### src/bls_params.svh
// constants of the basic and extended link service reply framer
`ifndef BLS_PARAMS_SVH
`define BLS_PARAMS_SVH
// ----------------------------------------------------------------
// routing and type
// ----------------------------------------------------------------
`define RCTL_BA_ACC 8'h84
`define RCTL_BA_RJT 8'h85
`define RCTL_NOP 8'h80
`define RCTL_RMC 8'h82
`define RCTL_BLS 4'h8
`define RCTL_ELS 4'h2
`define INFO_UNSOL 4'h2
`define INFO_SOL 4'h3
`define TYPE_BLS 8'h00
`define TYPE_ELS 8'h01
// ----------------------------------------------------------------
// frame control bit positions
// ----------------------------------------------------------------
`define FC_SI 16
`define FC_EC 18
`define FC_ES 19
`define FC_LS 20
// ----------------------------------------------------------------
// payload values
// ----------------------------------------------------------------
`define SEQ_VALID 8'h80
`define SEQ_INVALID 8'h00
`define CNT_ABORT_LO 16'h0000
`define CNT_ABORT_HI 16'hffff
`define RSN_INV_CMD 8'h01
`define RSN_LOGIC 8'h03
`define RSN_BUSY 8'h05
`define RSN_PROTO 8'h07
`define RSN_UNABLE 8'h09
`define RSN_VENDOR 8'hff
`define EXPL_NONE 8'h00
`define EXPL_BAD_XID 8'h03
`define EXPL_NO_SEQ 8'h05
`define ELS_ACC 8'h02
`define ELS_ESTS 8'h0b
`define ELS_ESTC 8'h0c
`define ELS_ADVC 8'h0d
// ----------------------------------------------------------------
// frame lengths (index of the last word) and register map
// ----------------------------------------------------------------
`define LAST_HDR 4'h5
`define LAST_ACC 4'h8
`define LAST_RJT 4'h6
`define LAST_ELS 4'h6
`define REG_CTRL 8'h00
`define REG_LASTSEQ 8'h04
`define REG_STATUS 8'h08
`define REG_REJWORD 8'h0c
`define REG_FRAMES 8'h10
`define RESP_OKAY 2'b00
`define RESP_DECERR 2'b11
`endif

### src/bls_pkg.sv
// types shared by the link service reply framer
package bls_pkg;
   typedef enum logic [1:0] {op_abts_reply, op_nop, op_rmc, op_els_acc} op_t;
   typedef enum logic [1:0] {st_idle, st_load, st_send} state_t;
endpackage : bls_pkg

### src/bls_framer.sv
// reply frame builder and receive classifier for basic and extended link services
`include "bls_params.svh"
module bls_framer
(
   input wire logic core_clk,
   input wire logic rst_n,
   input wire logic ce,
   input wire logic [7:0] s_axi_awaddr,
   input wire logic s_axi_awvalid,
   output logic s_axi_awready,
   input wire logic [31:0] s_axi_wdata,
   input wire logic [3:0] s_axi_wstrb,
   input wire logic s_axi_wvalid,
   output logic s_axi_wready,
   output logic [1:0] s_axi_bresp,
   output logic s_axi_bvalid,
   input wire logic s_axi_bready,
   input wire logic [7:0] s_axi_araddr,
   input wire logic s_axi_arvalid,
   output logic s_axi_arready,
   output logic [31:0] s_axi_rdata,
   output logic [1:0] s_axi_rresp,
   output logic s_axi_rvalid,
   input wire logic s_axi_rready,
   input wire logic cmd_valid,
   output logic cmd_ready,
   input wire bls_pkg::op_t cmd_op,
   input wire logic [23:0] cmd_d_id,
   input wire logic [23:0] cmd_s_id,
   input wire logic [15:0] cmd_ox_id,
   input wire logic [15:0] cmd_rx_id,
   input wire logic [15:0] cmd_seq_cnt,
   input wire logic [7:0] cmd_code,
   input wire logic cmd_ec,
   input wire logic cmd_sofc1,
   input wire logic rej_valid,
   input wire logic [7:0] rej_code,
   input wire logic [7:0] rej_expl,
   input wire logic [7:0] rej_vendor,
   input wire logic rx_valid,
   input wire logic [7:0] rx_r_ctl,
   input wire logic [7:0] rx_type,
   input wire logic [23:0] rx_f_ctl,
   input wire logic rx_sofc1,
   output logic tx_valid,
   input wire logic tx_ready,
   output logic [31:0] tx_data,
   output logic tx_last,
   output logic tx_sofc1,
   output logic conn_remove,
   output logic ack_dt_req,
   output logic seq_abort,
   output logic conn_end_seen,
   output logic conn_open_seen,
   output logic els_req_seen,
   output logic els_rep_seen
);
   // ----------------------------------------------------------------
   // state
   // ----------------------------------------------------------------
   bls_pkg::state_t state; // frame sequencer
   bls_pkg::op_t cur_op; // frame being sent
   logic [31:0] frame [0:8]; // header and payload words
   logic [3:0] idx; // word being offered
   logic [3:0] last_idx; // index of final word
   logic cur_rjt; // current abort reply is a reject
   logic [7:0] seq_id; // next sequence id
   logic [4:0] ctrl; // software control bits
   logic [8:0] last_seq; // valid flag and last deliverable id
   logic rej_held; // a reject condition is latched
   logic [31:0] rej_word; // latched reason word
   logic [31:0] frames_sent; // completed frames
   logic take; // command accepted
   logic done; // final word taken

   // picks whether an accepted els command closes its exchange
   function automatic logic els_closes(input logic [7:0] code);
      els_closes = !(code == `ELS_ESTS || code == `ELS_ESTC || code == `ELS_ADVC);
   endfunction : els_closes

   // ----------------------------------------------------------------
   // command intake
   // ----------------------------------------------------------------
   // rmc is only offered when software explicitly allows it
   assign cmd_ready = ce && state == bls_pkg::st_idle
      && (cmd_op != bls_pkg::op_rmc || ctrl[3]);
   assign take = cmd_valid && cmd_ready;
   assign done = ce && state == bls_pkg::st_send && tx_ready && idx == last_idx;
   assign tx_valid = state == bls_pkg::st_send;
   assign tx_last = tx_valid && idx == last_idx;

   // ----------------------------------------------------------------
   // first reject condition latch
   // ----------------------------------------------------------------
   // holds the first condition until the abort reply command is taken; a new one
   // arriving with the clear is kept for the next request
   always_ff @(posedge core_clk or negedge rst_n)
   begin
      if (!rst_n)
      begin
         rej_held <= 1'b0;
         rej_word <= 32'h00000000;
      end
      else if (ce)
      begin
         if (rej_valid && (!rej_held || (take && cmd_op == bls_pkg::op_abts_reply)))
         begin
            rej_held <= 1'b1;
            // top byte zero, vendor byte only with vendor code
            rej_word <= {8'h00, rej_code, rej_expl,
               (rej_code == `RSN_VENDOR) ? rej_vendor : 8'h00};
         end
         else if (take && cmd_op == bls_pkg::op_abts_reply)
            rej_held <= 1'b0;
      end
   end

   // ----------------------------------------------------------------
   // frame assembly
   // ----------------------------------------------------------------
   // builds every word of the frame at the moment the command is taken
   always_ff @(posedge core_clk)
   begin
      if (ce && take)
      begin
         frame[3] <= {seq_id, 8'h00, 16'h0000};
         frame[4] <= {cmd_ox_id, cmd_rx_id};
         frame[5] <= 32'h00000000;
         frame[6] <= 32'h00000000;
         frame[7] <= 32'h00000000;
         frame[8] <= 32'h00000000;
         case (cmd_op)
            bls_pkg::op_abts_reply:
            begin
               // reply goes back to the requester
               frame[1] <= {8'h00, cmd_d_id};
               if (rej_held)
               begin
                  frame[0] <= {`RCTL_BA_RJT, cmd_s_id};
                  frame[2] <= {`TYPE_BLS, 24'h0} | (24'h1 << `FC_ES)
                     | (24'(ctrl[1]) << `FC_SI);
                  frame[6] <= rej_word;
               end
               else
               begin
                  frame[0] <= {`RCTL_BA_ACC, cmd_s_id};
                  frame[2] <= {`TYPE_BLS, 24'h0} | (24'h1 << `FC_ES)
                     | (24'(ctrl[1]) << `FC_SI)
                     | (24'(ctrl[2]) << `FC_LS);
                  frame[6] <= {last_seq[8] ? `SEQ_VALID : `SEQ_INVALID,
                     last_seq[7:0], 16'h0000};
                  frame[7] <= {cmd_ox_id, cmd_rx_id};
                  // aborting the exchange spans the whole count range
                  frame[8] <= ctrl[2] ? {`CNT_ABORT_LO, `CNT_ABORT_HI}
                     : {cmd_seq_cnt, cmd_seq_cnt};
               end
            end
            bls_pkg::op_nop:
            begin
               frame[0] <= {`RCTL_NOP, cmd_d_id};
               frame[1] <= {8'h00, cmd_s_id};
               // teardown is signalled only by the end connection bit
               frame[2] <= {`TYPE_BLS, 24'h0} | (24'(cmd_ec) << `FC_EC)
                  | (24'h1 << `FC_ES);
            end
            bls_pkg::op_rmc:
            begin
               frame[0] <= {`RCTL_RMC, cmd_d_id};
               frame[1] <= {8'h00, cmd_s_id};
               frame[2] <= {`TYPE_BLS, 24'h0} | (24'h1 << `FC_ES);
            end
            default:
            begin
               // extended accept: solicited control, fixed type
               frame[0] <= {`RCTL_ELS, `INFO_SOL, cmd_s_id};
               frame[1] <= {8'h00, cmd_d_id};
               frame[2] <= {`TYPE_ELS, 24'h0} | (24'h1 << `FC_ES)
                  | (24'(els_closes(cmd_code)) << `FC_LS);
               frame[6] <= {`ELS_ACC, 24'h000000};
            end
         endcase
      end
   end

   // ----------------------------------------------------------------
   // frame sequencer
   // ----------------------------------------------------------------
   // load one cycle, then offer words until the last is taken
   always_ff @(posedge core_clk or negedge rst_n)
   begin
      if (!rst_n)
      begin
         state <= bls_pkg::st_idle;
         cur_op <= bls_pkg::op_nop;
         cur_rjt <= 1'b0;
         idx <= 4'h0;
         last_idx <= 4'h0;
         tx_data <= 32'h00000000;
         tx_sofc1 <= 1'b0;
      end
      else if (ce)
      begin
         case (state)
            bls_pkg::st_idle:
            begin
               if (take)
               begin
                  state <= bls_pkg::st_load;
                  cur_op <= cmd_op;
                  cur_rjt <= rej_held;
                  idx <= 4'h0;
                  tx_sofc1 <= cmd_op == bls_pkg::op_nop && cmd_sofc1;
                  // nop and rmc have no payload
                  case (cmd_op)
                     bls_pkg::op_abts_reply: last_idx <= rej_held ? `LAST_RJT : `LAST_ACC;
                     bls_pkg::op_els_acc: last_idx <= `LAST_ELS;
                     default: last_idx <= `LAST_HDR;
                  endcase
               end
            end
            bls_pkg::st_load:
            begin
               tx_data <= frame[0];
               state <= bls_pkg::st_send;
            end
            bls_pkg::st_send:
            begin
               if (tx_ready)
               begin
                  if (idx == last_idx)
                  begin
                     state <= bls_pkg::st_idle;
                     tx_sofc1 <= 1'b0;
                  end
                  else
                  begin
                     idx <= idx + 4'h1;
                     tx_data <= frame[idx + 4'h1];
                  end
               end
            end
            default: state <= bls_pkg::st_idle;
         endcase
      end
   end

   // ----------------------------------------------------------------
   // sequence id and frame count
   // ----------------------------------------------------------------
   // each sent frame opens a new sequence with a fresh id
   always_ff @(posedge core_clk or negedge rst_n)
   begin
      if (!rst_n)
      begin
         seq_id <= 8'h00;
         frames_sent <= 32'h00000000;
      end
      else if (ce && done)
      begin
         seq_id <= seq_id + 8'h01;
         frames_sent <= frames_sent + 32'h1;
      end
   end

   // ----------------------------------------------------------------
   // receive classifier
   // ----------------------------------------------------------------
   // only raises events; no received frame here ever starts a reply
   always_ff @(posedge core_clk or negedge rst_n)
   begin
      if (!rst_n)
      begin
         conn_remove <= 1'b0;
         ack_dt_req <= 1'b0;
         seq_abort <= 1'b0;
         conn_end_seen <= 1'b0;
         conn_open_seen <= 1'b0;
         els_req_seen <= 1'b0;
         els_rep_seen <= 1'b0;
      end
      else if (ce)
      begin
         // remove connection at once and abort open sequences
         conn_remove <= rx_valid && rx_r_ctl == `RCTL_RMC && rx_type == `TYPE_BLS;
         ack_dt_req <= rx_valid && rx_r_ctl == `RCTL_RMC && rx_type == `TYPE_BLS;
         seq_abort <= rx_valid && rx_r_ctl == `RCTL_RMC && rx_type == `TYPE_BLS;
         // nop frame control and delimiters still acted on
         conn_end_seen <= rx_valid && rx_r_ctl == `RCTL_NOP && rx_f_ctl[`FC_EC];
         conn_open_seen <= rx_valid && rx_r_ctl == `RCTL_NOP && rx_sofc1;
         els_req_seen <= rx_valid && rx_r_ctl == {`RCTL_ELS, `INFO_UNSOL}
            && rx_type == `TYPE_ELS;
         els_rep_seen <= rx_valid && rx_r_ctl == {`RCTL_ELS, `INFO_SOL}
            && rx_type == `TYPE_ELS;
      end
   end

   // ----------------------------------------------------------------
   // register slave
   // ----------------------------------------------------------------
   assign s_axi_awready = ce && !s_axi_bvalid && s_axi_awvalid && s_axi_wvalid;
   assign s_axi_wready = s_axi_awready;
   assign s_axi_arready = ce && !s_axi_rvalid;

   // write path: address and data taken together, answer next cycle
   always_ff @(posedge core_clk or negedge rst_n)
   begin
      if (!rst_n)
      begin
         ctrl <= 5'h00;
         last_seq <= 9'h000;
         s_axi_bvalid <= 1'b0;
         s_axi_bresp <= `RESP_OKAY;
      end
      else if (ce)
      begin
         if (s_axi_awready)
         begin
            s_axi_bvalid <= 1'b1;
            s_axi_bresp <= `RESP_OKAY;
            if (s_axi_awaddr == `REG_CTRL && s_axi_wstrb[0])
               ctrl <= s_axi_wdata[4:0];
            else if (s_axi_awaddr == `REG_LASTSEQ)
            begin
               if (s_axi_wstrb[0])
                  last_seq[7:0] <= s_axi_wdata[7:0];
               if (s_axi_wstrb[1])
                  last_seq[8] <= s_axi_wdata[8];
            end
            else if (s_axi_awaddr != `REG_STATUS && s_axi_awaddr != `REG_REJWORD
               && s_axi_awaddr != `REG_FRAMES)
               s_axi_bresp <= `RESP_DECERR;
         end
         else if (s_axi_bready)
            s_axi_bvalid <= 1'b0;
      end
   end

   // read path: one cycle to data
   always_ff @(posedge core_clk or negedge rst_n)
   begin
      if (!rst_n)
      begin
         s_axi_rvalid <= 1'b0;
         s_axi_rdata <= 32'h00000000;
         s_axi_rresp <= `RESP_OKAY;
      end
      else if (ce)
      begin
         if (s_axi_arvalid && s_axi_arready)
         begin
            s_axi_rvalid <= 1'b1;
            s_axi_rresp <= `RESP_OKAY;
            case (s_axi_araddr)
               `REG_CTRL: s_axi_rdata <= {27'h0, ctrl};
               `REG_LASTSEQ: s_axi_rdata <= {23'h0, last_seq};
               `REG_STATUS: s_axi_rdata <= {16'h0, seq_id, 6'h0, rej_held,
                  state != bls_pkg::st_idle};
               `REG_REJWORD: s_axi_rdata <= rej_word;
               `REG_FRAMES: s_axi_rdata <= frames_sent;
               default:
               begin
                  s_axi_rdata <= 32'h00000000;
                  s_axi_rresp <= `RESP_DECERR;
               end
            endcase
         end
         else if (s_axi_rready)
            s_axi_rvalid <= 1'b0;
      end
   end
endmodule : bls_framer

### config.mk
export PLATFORM = sky130hd
export DESIGN_NAME = bls_framer
export DESIGN_NICKNAME = d
export VERILOG_FILES = /design/src/bls_pkg.sv /design/src/bls_framer.sv
export VERILOG_INCLUDE_DIRS = /design/src
export SDC_FILE = /design/constraint.sdc
export NUM_CORES = 1
export LEC_CHECK = 0
export ABC_AREA = 1
export BUFFER_PORTS_ARGS = -buffer_cell sky130_fd_sc_hd__buf_2
export CAP_MARGIN = 30
export CORE_MARGIN = 10
export CORE_UTILIZATION = 51
export DETAILED_ROUTE_END_ITERATION = 7
export MAX_ROUTING_LAYER = met4
export PLACE_DENSITY = 0.85
export SLEW_MARGIN = 20
export SYNTH_ARGS = -nofsm -noshare
export SYNTH_HDL_FRONTEND = slang
export SYNTH_SLANG_ARGS = --single-unit
### constraint.sdc
create_clock -name core_clk -period 2.8 [get_ports core_clk]
set_clock_uncertainty 0.15 [all_clocks]
set_input_delay 0.14 -clock core_clk [delete_from_list [all_inputs] [get_ports core_clk]]
set_output_delay 0.14 -clock core_clk [all_outputs]
set_load 0.005 [all_outputs]
==> key figures <==
Pwr
  – Total power: 16700 µW
  – Leakage: approximately 0.011 µW
  – Power Density: ~760 mW/mm²
  – Max VDD drop: slightly above 0.0005 V

STA
  – Hold Vio Cnt, Final: 0
  – Worst Tran Pin Value: 0.825 ns
  – Slew Limit Fails: 0
  – Tcrit/Tclk final: 0.980
  – RSZ-0062 raised after global routing: false
  – Fin Setup TNS: 0 ns
  – Fin Hold WS: 0.0467 ns
  – Rel. slew slack: 0.450
  – Final setup viols: 0
  – Setup WS post-layout: ~0.057 ns
  – Post-layout minimum cycle time: roughly 2.7 ns
  – Peak Freq: 365 MHz

Finish
  – Area growth syn-to-layout: 28.0%
  – Fillers: 2631
  – Layout cells sized above 1: 0.148
  – Fin nets: 2854
  – Total area of sequential cells: about 0.0090 mm²
  – Multi-input gate area: roughly 0.007 mm²

Clocking
  – Num CTS Buffers: 37
  – TritonCTS clock tree: built
  – Clk buf depth: 3
  – Clock sinks: 350
  – Clk_lat worst skew: 0.53 ns
  – H-Tree Depth: 2
  – Cell chosen for the clock root: clkbuf_16
  – Clk slew on worst S/H paths: 0.06 ns

GRT
  – Antenna violations before repair: 2
  – Global Route Usage Sum: 0.290
  – Grt ovf: 0
  – Global-route wire length before repair: between 90 and 100 mm
  – Largest net degree at the start of global routing: 78
  – Vias in the first global route: roughly 17000

Synthesis
  – Synth Register Bits: 350
  – Post-Syn Area: 0.0172 mm²
  – Yosys Warn Count: 0
  – Syn Nets: 2446
  – EDFF count, synth: around 120
  – Yosys cell types: 39
  – Seq/Total Area, Yosys: 0.525
  – Cells after synthesis: around 2200
  – Synth area leader: dfrtp_1
  – Post-synth ARST share: 0.466
  – Count leader, synth: nand2_1
  – Synth area leaders: dfrtp_1 24%, edfxtp_1 21%, nand2_1 17%, dfxtp_1 7.7%, nand3_1 6.8%
  – Syn Area/Cell: 7.84 µm²
  – Post-synth top cells: 783 x nand2_1, 235 x nand3_1, 198 x nor2_1
  – Post-synth top flop: dfrtp_1
  – Post-synth top area share: 0.237

Worst setup path
  – Crit path launch type: primary input
  – Crit-path cells: dlygate4sd3_1 -> buf_2 -> nor2_2 -> dlygate4sd3_1 -> nand2_1 -> nor2_2 -> dlygate4sd3_1 -> nand3_1 -> dlygate4sd3_1 -> nand2_1
  – Crit-path leading delay family: buffers and inverters
  – CP Buf/Inv Count: 5
  – Worst Path Arrival: ~3 ns
  – Worst r2r path cells: 11
  – Slowest stage delay, CP: slightly above 0.6 ns
  – Worst setup path class: in -> reg
  – CP max FO: 2
  – Critical path endpoint category: flip-flop
  – Slowest cell on crit path: dlygate4sd3_1
  – Worst Path Required: roughly 3.1 ns
  – Most numerous cell on the critical path: dlygate4sd3_1
  – CP Depth: 10

Routing
  – DRC: 0
  – DR WL/cell: 19.3 µm
  – Drt pass-1 iters: 6
  – Post-DRT Antenna Nets: 0
  – DR vias: 17100
  – Starting DRT DRC Count: between 2000 and 2500
  – Post-Route WL: 59.5 mm
  – Vias per cell: roughly 5.5

Die
  – Starting Density: 0.515
  – Die X-Extent: between 200 and 250 µm
  – I/O pin total: 321
  – Die footprint: 0.0415 mm²
  – Die span in y: 204 µm
  – Cell Rows: 67
  – Area of the core: 0.0334 mm²

Outcome
  – Status: completed

Placement
  – Dpl ws: 0.234 ns
  – Port Buffers: approximately 270
  – GPL Wtd Cong: 0.986
  – DP HPWL: 41.1 mm

Min path
  – Hold WC Path Type: in -> async

Flow run
  – Max-cap violations: 0
-- layout make-up --
cell class | instances | share of cell area
clock buffers | 55 | 0.0488
multi-input cells | 1550 | 0.317
flip-flops and latches | 350 | 0.410
clock inverters | 13 | 0.00653
repair buffers | 480 | 0.159
diodes | 2 | 0.000227
well taps | 448 | 0.0254
inverters | 186 | 0.0320
-- state kept, by name, summed over array words and instances, names as in the netlist, 2 cells and up --
name and flops:
frame 187, frames_sent 32, s_axi_rdata 32, tx_data 32, rej_word 24, last_seq 9, seq_id 8, ctrl 5
idx 4, last_idx 4, state 2
-- kinds of logic after synthesis --
logic type,Yosys count,synth area share
simple gates,1280,0.306
flops,350,0.525
buf+inv,297,0.0709
compound gates,233,0.0765
xor+xnor,25,0.0127
fa+ha+maj,12,0.00872
-- what timing repair did --
action	CTS	global route
endpoints found under the setup margin	0	38
hold buffers	170	0
gates resized for setup	0	11
hold endpoints to repair	304	0
buffers inserted	0	0
-- per-layer routing --
metal	global-route usage	wire, µm
met1	0.366	23400
met2	0.468	28500
met3	0.0505	5570
met5	-	0
met4	0.0927	2060
-- through the flow --
step                instance area, µm²  instances   util
detailed placement               19100       2845  0.571
global placement                 19100       2844  0.571
CTS                              22000       3083  0.658
floorplan                        17200       2197      -
global route                     22000       3084  0.659
finish                           22000       3084  0.659
-- report_power, final --
part / total (µW) / internal [µW] / switching [µW] / leakage (µW)
Combinational: 4810 / 1690 / 3120 / 0.00632
Sequential: 6910 / 6260 / 642 / 0.00371
Clock: 4980 / 2870 / 2100 / 0.000596
-- worst paths after layout --
path	start	to	slack, ns
worst max-delay path	rx_type[2]	els_rep_seen$_DFFE_PN0P_	0.06
max in group asynchronous	rst_n	els_req_seen$_DFFE_PN0P_	1.66
worst min-delay path	rst_n	tx_data[7]$_DFFE_PN0P_	0.05
min in group core_clk	ce	rej_word[23]$_DFFE_PN0P_	0.06
worst min register to register	frame[8][27]$_SDFFE_PP0P_	frame[8][27]$_SDFFE_PP0P_	0.31
worst max register to register	state[0]$_DFFE_PN0P_	frame[6][20]$_DFFE_PP_	0.22
-- cell usage in the layout, fill, tap and decap left out, types with 17 or more instances in the layout --
cell / instances
nand2_1: 783
buf_2: 271
nand3_1: 235
nor2_1: 195
inv_1: 180
dlygate4sd3_1: 168
dfrtp_1: 162
edfxtp_1: 121
a21oi_1: 97
o21ai_0: 81
dfxtp_1: 66
nand4_1: 41
clkbuf_16: 39
a22o_1: 29
buf_4: 25
xor2_1: 17
(Power assumes the default switching activity.)
